[src/spi_periph_pkg.sv]
// Purpose: shared constants and carriers of the serial peripheral port
// Assumes: system clock at 100 MHz, also used as the internal bus clock
// Notes:   field positions refer to the two configuration words given as ports
package spi_periph_pkg;

	// ****************************************
	// configuration word layout
	// ****************************************
	localparam int unsigned CTRL_CONTROLLER_BIT = 0;
	localparam int unsigned FMT_PHASE_BIT       = 16;
	localparam int unsigned FMT_POLARITY_BIT    = 17;
	localparam int unsigned FMT_PRESCALE_LSB    = 8;
	localparam int unsigned FMT_PRESCALE_MSB    = 15;
	localparam int unsigned REG_WIDTH           = 32;

	// ****************************************
	// word framing
	// ****************************************
	localparam int unsigned WORD_BITS = 16;
	localparam int unsigned CNT_WIDTH = 5;
	localparam logic [CNT_WIDTH-1:0] CNT_ZERO = 5'h00;
	localparam logic [CNT_WIDTH-1:0] CNT_ONE  = 5'h01;
	localparam logic [CNT_WIDTH-1:0] CNT_FULL = 5'h10;
	localparam logic [WORD_BITS-1:0] WORD_ZERO = 16'h0000;

	// ****************************************
	// timing
	// ****************************************
	localparam int unsigned CLK_PERIOD_NS    = 10;
	localparam int unsigned MIN_SCLK_NS      = 25;
	localparam int unsigned MIN_SCLK_CYC_INT = (MIN_SCLK_NS + CLK_PERIOD_NS - 1) / CLK_PERIOD_NS;
	localparam int unsigned PER_WIDTH        = 9;
	localparam logic [PER_WIDTH-1:0] MIN_SCLK_CYC = PER_WIDTH'(MIN_SCLK_CYC_INT);
	localparam logic [PER_WIDTH-1:0] PER_ZERO     = 9'h000;
	localparam logic [PER_WIDTH-1:0] PER_ONE      = 9'h001;
	localparam logic [PER_WIDTH-1:0] PER_MAX      = 9'h1FF;

	// ****************************************
	// carriers
	// ****************************************
	typedef struct packed {
		logic sclk;
		logic cs_n;
		logic data;
	} pins_s;

	typedef struct packed {
		logic       controller;
		logic       phase;
		logic       polarity;
		logic [7:0] prescale;
	} cfg_s;

	typedef struct packed {
		logic sclk_rise;
		logic sclk_fall;
		logic cs_fall;
		logic cs_rise;
	} edges_s;

	typedef enum logic [1:0] {
		ST_IDLE   = 2'b00,
		ST_SHIFT  = 2'b01,
		ST_LOCKED = 2'b10
	} state_e;

endpackage

[src/spi_peripheral_port.sv]
// Purpose: serial peripheral port, 16-bit words framed by chip select
// Assumes: pins synchronous to clk_i; clk_i is the internal bus clock
// Notes:   transmit word is taken at the falling edge of chip select
`timescale 1ns/1ps
`default_nettype none
module spi_peripheral_port
	import spi_periph_pkg::*;
(
	// clock and reset
	input  wire logic                 clk_i,
	input  wire logic                 rst_n_i,
	// configuration words
	input  wire logic [REG_WIDTH-1:0] global_control_reg_i,
	input  wire logic [REG_WIDTH-1:0] format_reg_i,
	// serial pins
	input  wire logic                 serial_clock_in_i,
	input  wire logic                 chip_select_n_i,
	input  wire logic                 host_to_dev_data_i,
	output logic                      dev_to_host_data_o,
	output logic                      dev_to_host_data_oe_n_o,
	// internal word side
	input  wire logic [WORD_BITS-1:0] tx_word_i,
	output logic                      tx_taken_o,
	output logic [WORD_BITS-1:0]      rx_word_o,
	output logic                      rx_valid_o,
	// status
	output logic                      busy_o,
	output logic                      frame_error_o,
	output logic                      period_error_o
);

	// ****************************************
	// configuration decode
	// ****************************************
	wire cfg_s cfg;
	assign cfg.controller = global_control_reg_i[CTRL_CONTROLLER_BIT];
	assign cfg.phase      = format_reg_i[FMT_PHASE_BIT];
	assign cfg.polarity   = format_reg_i[FMT_POLARITY_BIT];
	assign cfg.prescale   = format_reg_i[FMT_PRESCALE_MSB:FMT_PRESCALE_LSB];

	wire logic enabled = ~cfg.controller;
	wire logic same_sense = ~(cfg.polarity ^ cfg.phase);

	// ****************************************
	// pin sampling
	// ****************************************
	wire pins_s pins;
	pins_s      now;
	edges_s     edges;

	assign pins.sclk = serial_clock_in_i;
	assign pins.cs_n = chip_select_n_i;
	assign pins.data = host_to_dev_data_i;

	spi_pin_sampler u_sampler (
		.clk_i   (clk_i),
		.rst_n_i (rst_n_i),
		.pins_i  (pins),
		.now_o   (now),
		.edges_o (edges)
	);

	// ****************************************
	// edge selection
	// ****************************************
	// rising launch when polarity equals phase
	wire logic launch_edge = same_sense ? edges.sclk_rise : edges.sclk_fall;
	// falling capture when polarity equals phase
	wire logic capture_edge = same_sense ? edges.sclk_fall : edges.sclk_rise;

	// ****************************************
	// frame state
	// ****************************************
	state_e               state_q;
	state_e               state_d;
	logic [CNT_WIDTH-1:0] cnt_q;
	logic [WORD_BITS-1:0] rx_shift_q;
	logic [WORD_BITS-1:0] tx_shift_q;

	wire logic selected = ~now.cs_n;
	// clocks only count while selected in ST_SHIFT, which is left one cycle after enable drops
	wire logic in_frame = (state_q == ST_SHIFT) & selected;
	wire logic do_capture = in_frame & capture_edge & (cnt_q != CNT_FULL);
	wire logic do_launch = in_frame & launch_edge;
	// word taken at select fall, ahead of the first clock edge
	wire logic start = enabled & edges.cs_fall;
	wire logic stop = (state_q == ST_SHIFT) & edges.cs_rise;
	// sixteen or more bits make a valid word; bits past the sixteenth only flag overrun
	wire logic word_ok = stop & (cnt_q == CNT_FULL);
	// select pulse not enclosing sixteen bits
	wire logic word_bad = stop & (cnt_q != CNT_FULL);
	wire logic overrun = in_frame & capture_edge & (cnt_q == CNT_FULL);

	always_comb begin
		state_d = state_q;
		case (state_q)
			ST_IDLE: begin
				if (start) begin
					state_d = ST_SHIFT;
				end else if (selected) begin
					state_d = ST_LOCKED;
				end
			end
			ST_SHIFT: begin
				if (!selected || !enabled) begin
					state_d = ST_IDLE;
				end
			end
			ST_LOCKED: begin
				if (!selected) begin
					state_d = ST_IDLE;
				end
			end
			default: begin
				state_d = ST_IDLE;
			end
		endcase
	end

	always_ff @(posedge clk_i or negedge rst_n_i) begin
		if (!rst_n_i) begin
			state_q <= ST_IDLE;
		end else begin
			state_q <= state_d;
		end
	end

	// ****************************************
	// shift registers and bit counter
	// ****************************************
	always_ff @(posedge clk_i or negedge rst_n_i) begin
		if (!rst_n_i) begin
			cnt_q      <= CNT_ZERO;
			rx_shift_q <= WORD_ZERO;
			tx_shift_q <= WORD_ZERO;
		end else if (start) begin
			cnt_q      <= CNT_ZERO;
			tx_shift_q <= tx_word_i;
		end else if (!in_frame) begin
			cnt_q <= CNT_ZERO;
		end else if (do_capture) begin
			cnt_q      <= cnt_q + CNT_ONE;
			rx_shift_q <= {rx_shift_q[WORD_BITS-2:0], now.data};
			tx_shift_q <= {tx_shift_q[WORD_BITS-2:0], 1'b0};
		end
	end

	// ****************************************
	// return data line
	// ****************************************
	always_ff @(posedge clk_i or negedge rst_n_i) begin
		if (!rst_n_i) begin
			dev_to_host_data_o      <= 1'b0;
			dev_to_host_data_oe_n_o <= 1'b1;
		end else if (start) begin
			dev_to_host_data_o      <= tx_word_i[WORD_BITS-1];
			dev_to_host_data_oe_n_o <= 1'b0;
		end else if (!in_frame) begin
			dev_to_host_data_o      <= 1'b0;
			dev_to_host_data_oe_n_o <= 1'b1;
		end else if (do_launch) begin
			dev_to_host_data_o <= tx_shift_q[WORD_BITS-1];
		end
	end

	// ****************************************
	// word delivery and status
	// ****************************************
	always_ff @(posedge clk_i or negedge rst_n_i) begin
		if (!rst_n_i) begin
			rx_word_o     <= WORD_ZERO;
			rx_valid_o    <= 1'b0;
			tx_taken_o    <= 1'b0;
			frame_error_o <= 1'b0;
			busy_o        <= 1'b0;
		end else begin
			if (word_ok) begin
				rx_word_o <= rx_shift_q;
			end
			rx_valid_o    <= word_ok;
			tx_taken_o    <= start;
			frame_error_o <= word_bad | overrun;
			busy_o        <= (state_d == ST_SHIFT);
		end
	end

	// ****************************************
	// serial clock period check
	// ****************************************
	logic [PER_WIDTH-1:0] per_q;
	logic                 seen_q;

	wire logic [PER_WIDTH-1:0] ps_cycles = {1'b0, cfg.prescale} + PER_ONE;
	wire logic [PER_WIDTH-1:0] need_cyc = (ps_cycles > MIN_SCLK_CYC) ? ps_cycles : MIN_SCLK_CYC;
	wire logic [PER_WIDTH-1:0] elapsed = (per_q == PER_MAX) ? PER_MAX : per_q + PER_ONE;
	// period between capture edges too short
	wire logic too_fast = in_frame & capture_edge & seen_q & (elapsed < need_cyc);

	always_ff @(posedge clk_i or negedge rst_n_i) begin
		if (!rst_n_i) begin
			per_q          <= PER_ZERO;
			seen_q         <= 1'b0;
			period_error_o <= 1'b0;
		end else begin
			if (!in_frame) begin
				per_q  <= PER_ZERO;
				seen_q <= 1'b0;
			end else if (capture_edge) begin
				per_q  <= PER_ZERO;
				seen_q <= 1'b1;
			end else if (per_q != PER_MAX) begin
				per_q <= per_q + PER_ONE;
			end
			period_error_o <= too_fast;
		end
	end

endmodule
`default_nettype wire

[src/spi_pin_sampler.sv]
// Purpose: registers the serial pins and reports the clock and select edges
// Assumes: pins are synchronous to clk_i
// Notes:   one register stage; edges compare it with the previous sample
`timescale 1ns/1ps
`default_nettype none
module spi_pin_sampler
	import spi_periph_pkg::*;
(
	// clock and reset
	input  wire logic   clk_i,
	input  wire logic   rst_n_i,
	// pins
	input  wire pins_s  pins_i,
	// samples and edges
	output pins_s       now_o,
	output edges_s      edges_o
);

	pins_s now_q;
	pins_s prev_q;

	always_ff @(posedge clk_i or negedge rst_n_i) begin
		if (!rst_n_i) begin
			now_q  <= '{sclk: 1'b0, cs_n: 1'b1, data: 1'b0};
			prev_q <= '{sclk: 1'b0, cs_n: 1'b1, data: 1'b0};
		end else begin
			now_q  <= pins_i;
			prev_q <= now_q;
		end
	end

	assign now_o             = now_q;
	assign edges_o = '{
		sclk_rise: now_q.sclk & ~prev_q.sclk,
		sclk_fall: ~now_q.sclk & prev_q.sclk,
		cs_fall:   ~now_q.cs_n & prev_q.cs_n,
		cs_rise:   now_q.cs_n & ~prev_q.cs_n
	};

endmodule
`default_nettype wire

[config.mk]
export PLATFORM = sky130hd
export DESIGN_NAME = spi_peripheral_port
export DESIGN_NICKNAME = d
export VERILOG_FILES = /design/src/spi_periph_pkg.sv /design/src/spi_peripheral_port.sv /design/src/spi_pin_sampler.sv
export SDC_FILE = /design/constraint.sdc
export NUM_CORES = 1
export LEC_CHECK = 0
export BUFFER_PORTS_ARGS = -buffer_cell sky130_fd_sc_hd__buf_2
export CORE_MARGIN = 3
export CORE_UTILIZATION = 32
export DETAILED_ROUTE_END_ITERATION = 6
export PLACE_DENSITY = 0.65
export SLEW_MARGIN = 10
export SYNTH_ARGS = -nofsm -noshare
export SYNTH_HDL_FRONTEND = slang
export SYNTH_SLANG_ARGS = --single-unit
[constraint.sdc]
create_clock -name clk_i -period 2.7 [get_ports clk_i]
set_input_delay 0.81 -clock clk_i [delete_from_list [all_inputs] [get_ports clk_i]]
set_output_delay 0.81 -clock clk_i [all_outputs]
set_load 0.1 [all_outputs]
==> results_tabular.tex <==
\begin{tabular}{lr}
\hline
Metric & Value \\
\hline
\multicolumn{2}{l}{\textbf{Yosys}} \\
Synthesized net count & approximately 470 \\
Post-synth ARST share & 100\% \\
Synth Cell Area & 0.00377 mm2 \\
Number of warnings printed during yosys synthesis & 0 \\
Arithmetic-cell share of the synthesized area counting full adders, half adders and majority gates & 4.98\% \\
XOR/XNOR share of the synthesized area & 4.85\% \\
Predominant post-synthesis flop cell & sky130\_fd\_sc\_hd\_\_dfrtp\_1 \\
Share of synthesized cell area in and, or, nand and nor gates & between 10\% and 20\% \\
Number of distinct library cells after synthesis & a little under 50 \\
Synthesized instance count & $\sim$370 \\
Seq/Total Area, Yosys & between 50\% and 60\% \\
Main combinational cell family by area after synthesis & simple AND/OR/NAND/NOR gates \\
Number of flops mapped to enable cells by yosys & 0 \\
Multiplexer area fraction after synthesis & under 10\% \\
FF+latch count, synth & 77 \\
Mean instance size in the synthesized netlist & 10.1 um2 \\
Fraction of the mapped netlist area in compound gates & roughly 7.4\% \\
\multicolumn{2}{l}{\textbf{Finish}} \\
Fraction of layout cells with a size suffix above 1 & 28.2\% \\
Post-layout utilization of the core & a little over two fifths \\
Synth-to-Final Area Change & 27.5\% \\
Nets & roughly 550 \\
Antenna Diode Count & 0 \\
\multicolumn{2}{l}{\textbf{Global route}} \\
Aggregate global-route resource usage & approximately an eighth \\
First-pass GRT wire length & approximately 13,000 um \\
Pin count of the biggest net entering global routing & 42 \\
Grt total ovfl & 0 \\
Via count of the first global-routing pass & $\sim$2,900 \\
Number of antenna violations at the first check in global routing & 0 \\
\multicolumn{2}{l}{\textbf{CTS}} \\
Number of CTS-inserted buffers & 9 \\
Clock Tree Root & sky130\_fd\_sc\_hd\_\_clkbuf\_16 \\
CTS tree & built \\
H-Tree Depth & 3 \\
Clock transition at the registers of the reported paths & around 60 ps \\
Total number of clock tree sinks & slightly below 80 \\
Insertion delay to the later sink of the worst-skew pair & 330 ps \\
Cts-stage hold buffer count & 0 \\
Clock Path Buffers & 2 \\
\multicolumn{2}{l}{\textbf{Die}} \\
Number of placed I/O pins & 108 \\
Placement Rows & 38 \\
Die extent in y & between 100 and 150 um \\
Effective utilization at floorplan & $\sim$34\% \\
DIE WIDTH & approximately 110 um \\
Die ar. & 0.0131 mm2 \\
Core Region & 0.0112 mm2 \\
\multicolumn{2}{l}{\textbf{Setup path}} \\
Register-to-register path setup slack & approximately 150 ps \\
Worst Setup Start Kind & input port \\
WS Path Type & in -> reg \\
Endpoint type of the worst setup path & flop \\
Maximum net fanout on the critical path & 4 \\
Data arrival at the endpoint of the critical path & 2850 ps \\
Worst endpoint required time & between 2000 and 3000 ps \\
Timing startpoint of the critical path & format\_reg\_i[9] \\
Critical R2R Capture & period\_error\_o \\
R2R cell count & 14 \\
Crit path capture & period\_error\_o \\
Startpoint of the most critical register-to-register path & per\_q[0] \\
\multicolumn{2}{l}{\textbf{Timing}} \\
Crit path time final & around 2600 ps \\
Number of pins with negative max-slew slack in the final report & 0 \\
Skew final & $\sim$6.4 ps \\
Fraction of the cycle the final worst path needs & between 90 and 100\% \\
Slew at the pin closest to its max-slew limit & approximately 500 ps \\
Slew HR & 66.8\% \\
PnR worst setup slack & about 100 ps \\
Final hold violation count & 0 \\
Highest clock rate & approximately 380 MHz \\
Final setup viols & 0 \\
\multicolumn{2}{l}{\textbf{Run}} \\
Max\_cap viols & 0 \\
\multicolumn{2}{l}{\textbf{Detailed routing}} \\
Final Routed Wirelength & between 7000 and 8000 um \\
Total number of vias & 2,823 \\
Avg Vias per Cell & roughly 4.7 \\
Iter 0 DRT Violations & roughly 210 \\
Drt drc & 0 \\
Drt wl/cell & $\sim$13 um \\
Number of nets still failing antenna checks after routing & 0 \\
Detailed Routing Iterations Pass 1 & 4 \\
\multicolumn{2}{l}{\textbf{Place}} \\
Gp weighted congestion & 0.809 \\
HPWL reported at the end of detailed placement & 5340 um \\
Number of port buffers & 54 \\
Worst slack after detailed placement & -359 ps \\
\multicolumn{2}{l}{\textbf{Status}} \\
Status & completed \\
\multicolumn{2}{l}{\textbf{Power}} \\
Maximum vdd drop & between 0.0002 and 0.0003 V \\
Power density over the cells & $\sim$560 mW/mm2 \\
Standby leakage power & roughly 2.4 nW \\
\multicolumn{2}{l}{\textbf{Hold path}} \\
Type of the most critical hold path & reg -> reg \\
\hline
\end{tabular}
-- worst max-delay path, cell delays in order --
cell,delay (ps)
sky130_fd_sc_hd__buf_4,140
sky130_fd_sc_hd__buf_4,130
sky130_fd_sc_hd__and4_4,190
sky130_fd_sc_hd__a21o_1,170
sky130_fd_sc_hd__a22oi_1,160
sky130_fd_sc_hd__nand4_1,150
sky130_fd_sc_hd__and2_4,180
sky130_fd_sc_hd__ha_4,140
sky130_fd_sc_hd__a21o_1,160
sky130_fd_sc_hd__a21o_1,160
sky130_fd_sc_hd__a21oi_2,150
sky130_fd_sc_hd__o2111ai_2,120
sky130_fd_sc_hd__a31oi_1,180
-- kinds of logic after synthesis --
kind of cell / after synthesis
adder cells (fa/ha/maj): 15
AND/OR/NAND/NOR: 151
XOR/XNOR: 20
AO/OA/AOI/OAI: 46
multiplexers: 35
buffers and inverters: 28
flip-flops: 77
-- how the worst min path moves through the flow --
stage	startpoint	to	slack (ps)	cells after the start
after floorplan	u_sampler.now_o[1]	u_sampler.prev_q[1]	350	0
after global placement	u_sampler.now_o[1]	u_sampler.prev_q[1]	410	0
after detailed placement	u_sampler.now_o[1]	u_sampler.prev_q[1]	410	0
after CTS	u_sampler.now_o[1]	u_sampler.prev_q[1]	420	0
after global routing	u_sampler.now_o[1]	u_sampler.prev_q[1]	440	0
final	u_sampler.now_o[1]	u_sampler.prev_q[1]	420	0
-- stage by stage --
step	total power, mW	TNS, ps	hold WS [ps]	instances	instance area [um2]
after floorplan	1.37	0	353	372	3770
after global placement	1.46	-299	412	575	4350
after detailed placement	1.47	-359	413	575	4350
after CTS	2.71	0	423	592	4670
after global routing	2.80	-11.2	438	598	4800
final	2.67	0	422	598	4800
-- timing repair --
item / CTS / global route
resized for setup: 3 / 20
buffers inserted: 1 / 6
pin swaps: 0 / 8
setup endpoints to repair: 1 / 1
-- metal layers --
metal | wire, um | up-vias | global-route usage [%]
met1 | 3490 | 1346 | 15.7
li1 | - | 1417 | -
met2 | 3610 | 46 | 20.3
met5 | 0 | - | 0
met4 | 148 | 0 | 6.33
met3 | 323 | 14 | 2.48
-- synth_stat cells (2+ instances only) --
cell type / number / area, um2
sky130_fd_sc_hd__a21oi_1: 5 / 25.0
sky130_fd_sc_hd__nor3_1: 6 / 30.0
sky130_fd_sc_hd__nor2_1: 24 / 90.1
sky130_fd_sc_hd__nand2_1: 77 / 289
sky130_fd_sc_hd__o21ai_0: 9 / 45.0
sky130_fd_sc_hd__buf_2: 3 / 15.0
sky130_fd_sc_hd__dfstp_2: 3 / 78.8
sky130_fd_sc_hd__nand2b_1: 8 / 50.1
sky130_fd_sc_hd__nand4_1: 4 / 25.0
sky130_fd_sc_hd__mux2i_1: 17 / 170
sky130_fd_sc_hd__and3_1: 2 / 12.5
sky130_fd_sc_hd__a21o_1: 4 / 30.0
sky130_fd_sc_hd__nor4_1: 2 / 12.5
sky130_fd_sc_hd__or3_1: 2 / 12.5
sky130_fd_sc_hd__a211oi_1: 2 / 15.0
sky130_fd_sc_hd__clkbuf_1: 9 / 33.8
sky130_fd_sc_hd__and2_1: 3 / 18.8
sky130_fd_sc_hd__buf_1: 2 / 7.51
sky130_fd_sc_hd__mux2_1: 16 / 180
sky130_fd_sc_hd__nor2b_1: 5 / 31.3
sky130_fd_sc_hd__xor2_1: 7 / 61.3
sky130_fd_sc_hd__o21ai_1: 15 / 75.1
sky130_fd_sc_hd__inv_1: 11 / 41.3
sky130_fd_sc_hd__nand3_1: 11 / 55.1
sky130_fd_sc_hd__ha_1: 15 / 188
sky130_fd_sc_hd__a31oi_1: 2 / 12.5
sky130_fd_sc_hd__o31ai_1: 2 / 15.0
sky130_fd_sc_hd__dfrtp_1: 74 / 1850
sky130_fd_sc_hd__xnor2_1: 12 / 105
-- power by group --
group	internal (mW)	switching [mW]
sequential	1.21	0.0333
clock	0.763	0.446
combinational	0.0958	0.122
-- cell type report --
type / count / area (um2)
clock buffer: 12 / 256
inverter: 12 / 45.0
multi-input combinational: 267 / 1820
timing repair buffer: 86 / 532
fill: 1065 / 6370
sequential: 77 / 1930
clock inverter: 4 / 47.5
tap: 140 / 175
-- layout by cell type (no fill, tap or decap), types with 3 or more instances in the layout --
cell type                   count
sky130_fd_sc_hd__o21ai_1       17
sky130_fd_sc_hd__nand3_1        8
sky130_fd_sc_hd__ha_1          11
sky130_fd_sc_hd__nand2_1       77
sky130_fd_sc_hd__mux2_1        16
sky130_fd_sc_hd__nor2b_1        5
sky130_fd_sc_hd__nand4_1        4
sky130_fd_sc_hd__xnor2_1       12
sky130_fd_sc_hd__mux2i_1       17
sky130_fd_sc_hd__buf_4         32
sky130_fd_sc_hd__buf_2         52
sky130_fd_sc_hd__nor2_1        22
sky130_fd_sc_hd__dfrtp_1       74
sky130_fd_sc_hd__a21oi_1        4
sky130_fd_sc_hd__ha_4           3
sky130_fd_sc_hd__nand3_2        3
sky130_fd_sc_hd__xor2_1         7
sky130_fd_sc_hd__a21o_1         4
sky130_fd_sc_hd__nor3_1         6
sky130_fd_sc_hd__nand2b_1       8
sky130_fd_sc_hd__o21ai_0        7
sky130_fd_sc_hd__clkbuf_16      9
sky130_fd_sc_hd__dfstp_2        3
sky130_fd_sc_hd__inv_1         11
-- sequential cells by signal, indices dropped and copies added (netlist names) --
| register | count |
|---|---|
| busy_o | 1 |
| cnt_q | 5 |
| dev_to_host_data_o | 1 |
| dev_to_host_data_oe_n_o | 1 |
| frame_error_o | 1 |
| per_q | 9 |
| period_error_o | 1 |
| rx_shift_q | 16 |
| rx_valid_o | 1 |
| rx_word_o | 16 |
| seen_q | 1 |
| state_q | 2 |
| tx_shift_q | 16 |
| tx_taken_o | 1 |
| u_sampler.now_o | 3 |
| u_sampler.prev_q | 2 |
No activity file was read; power rests on OpenSTA's default activity.
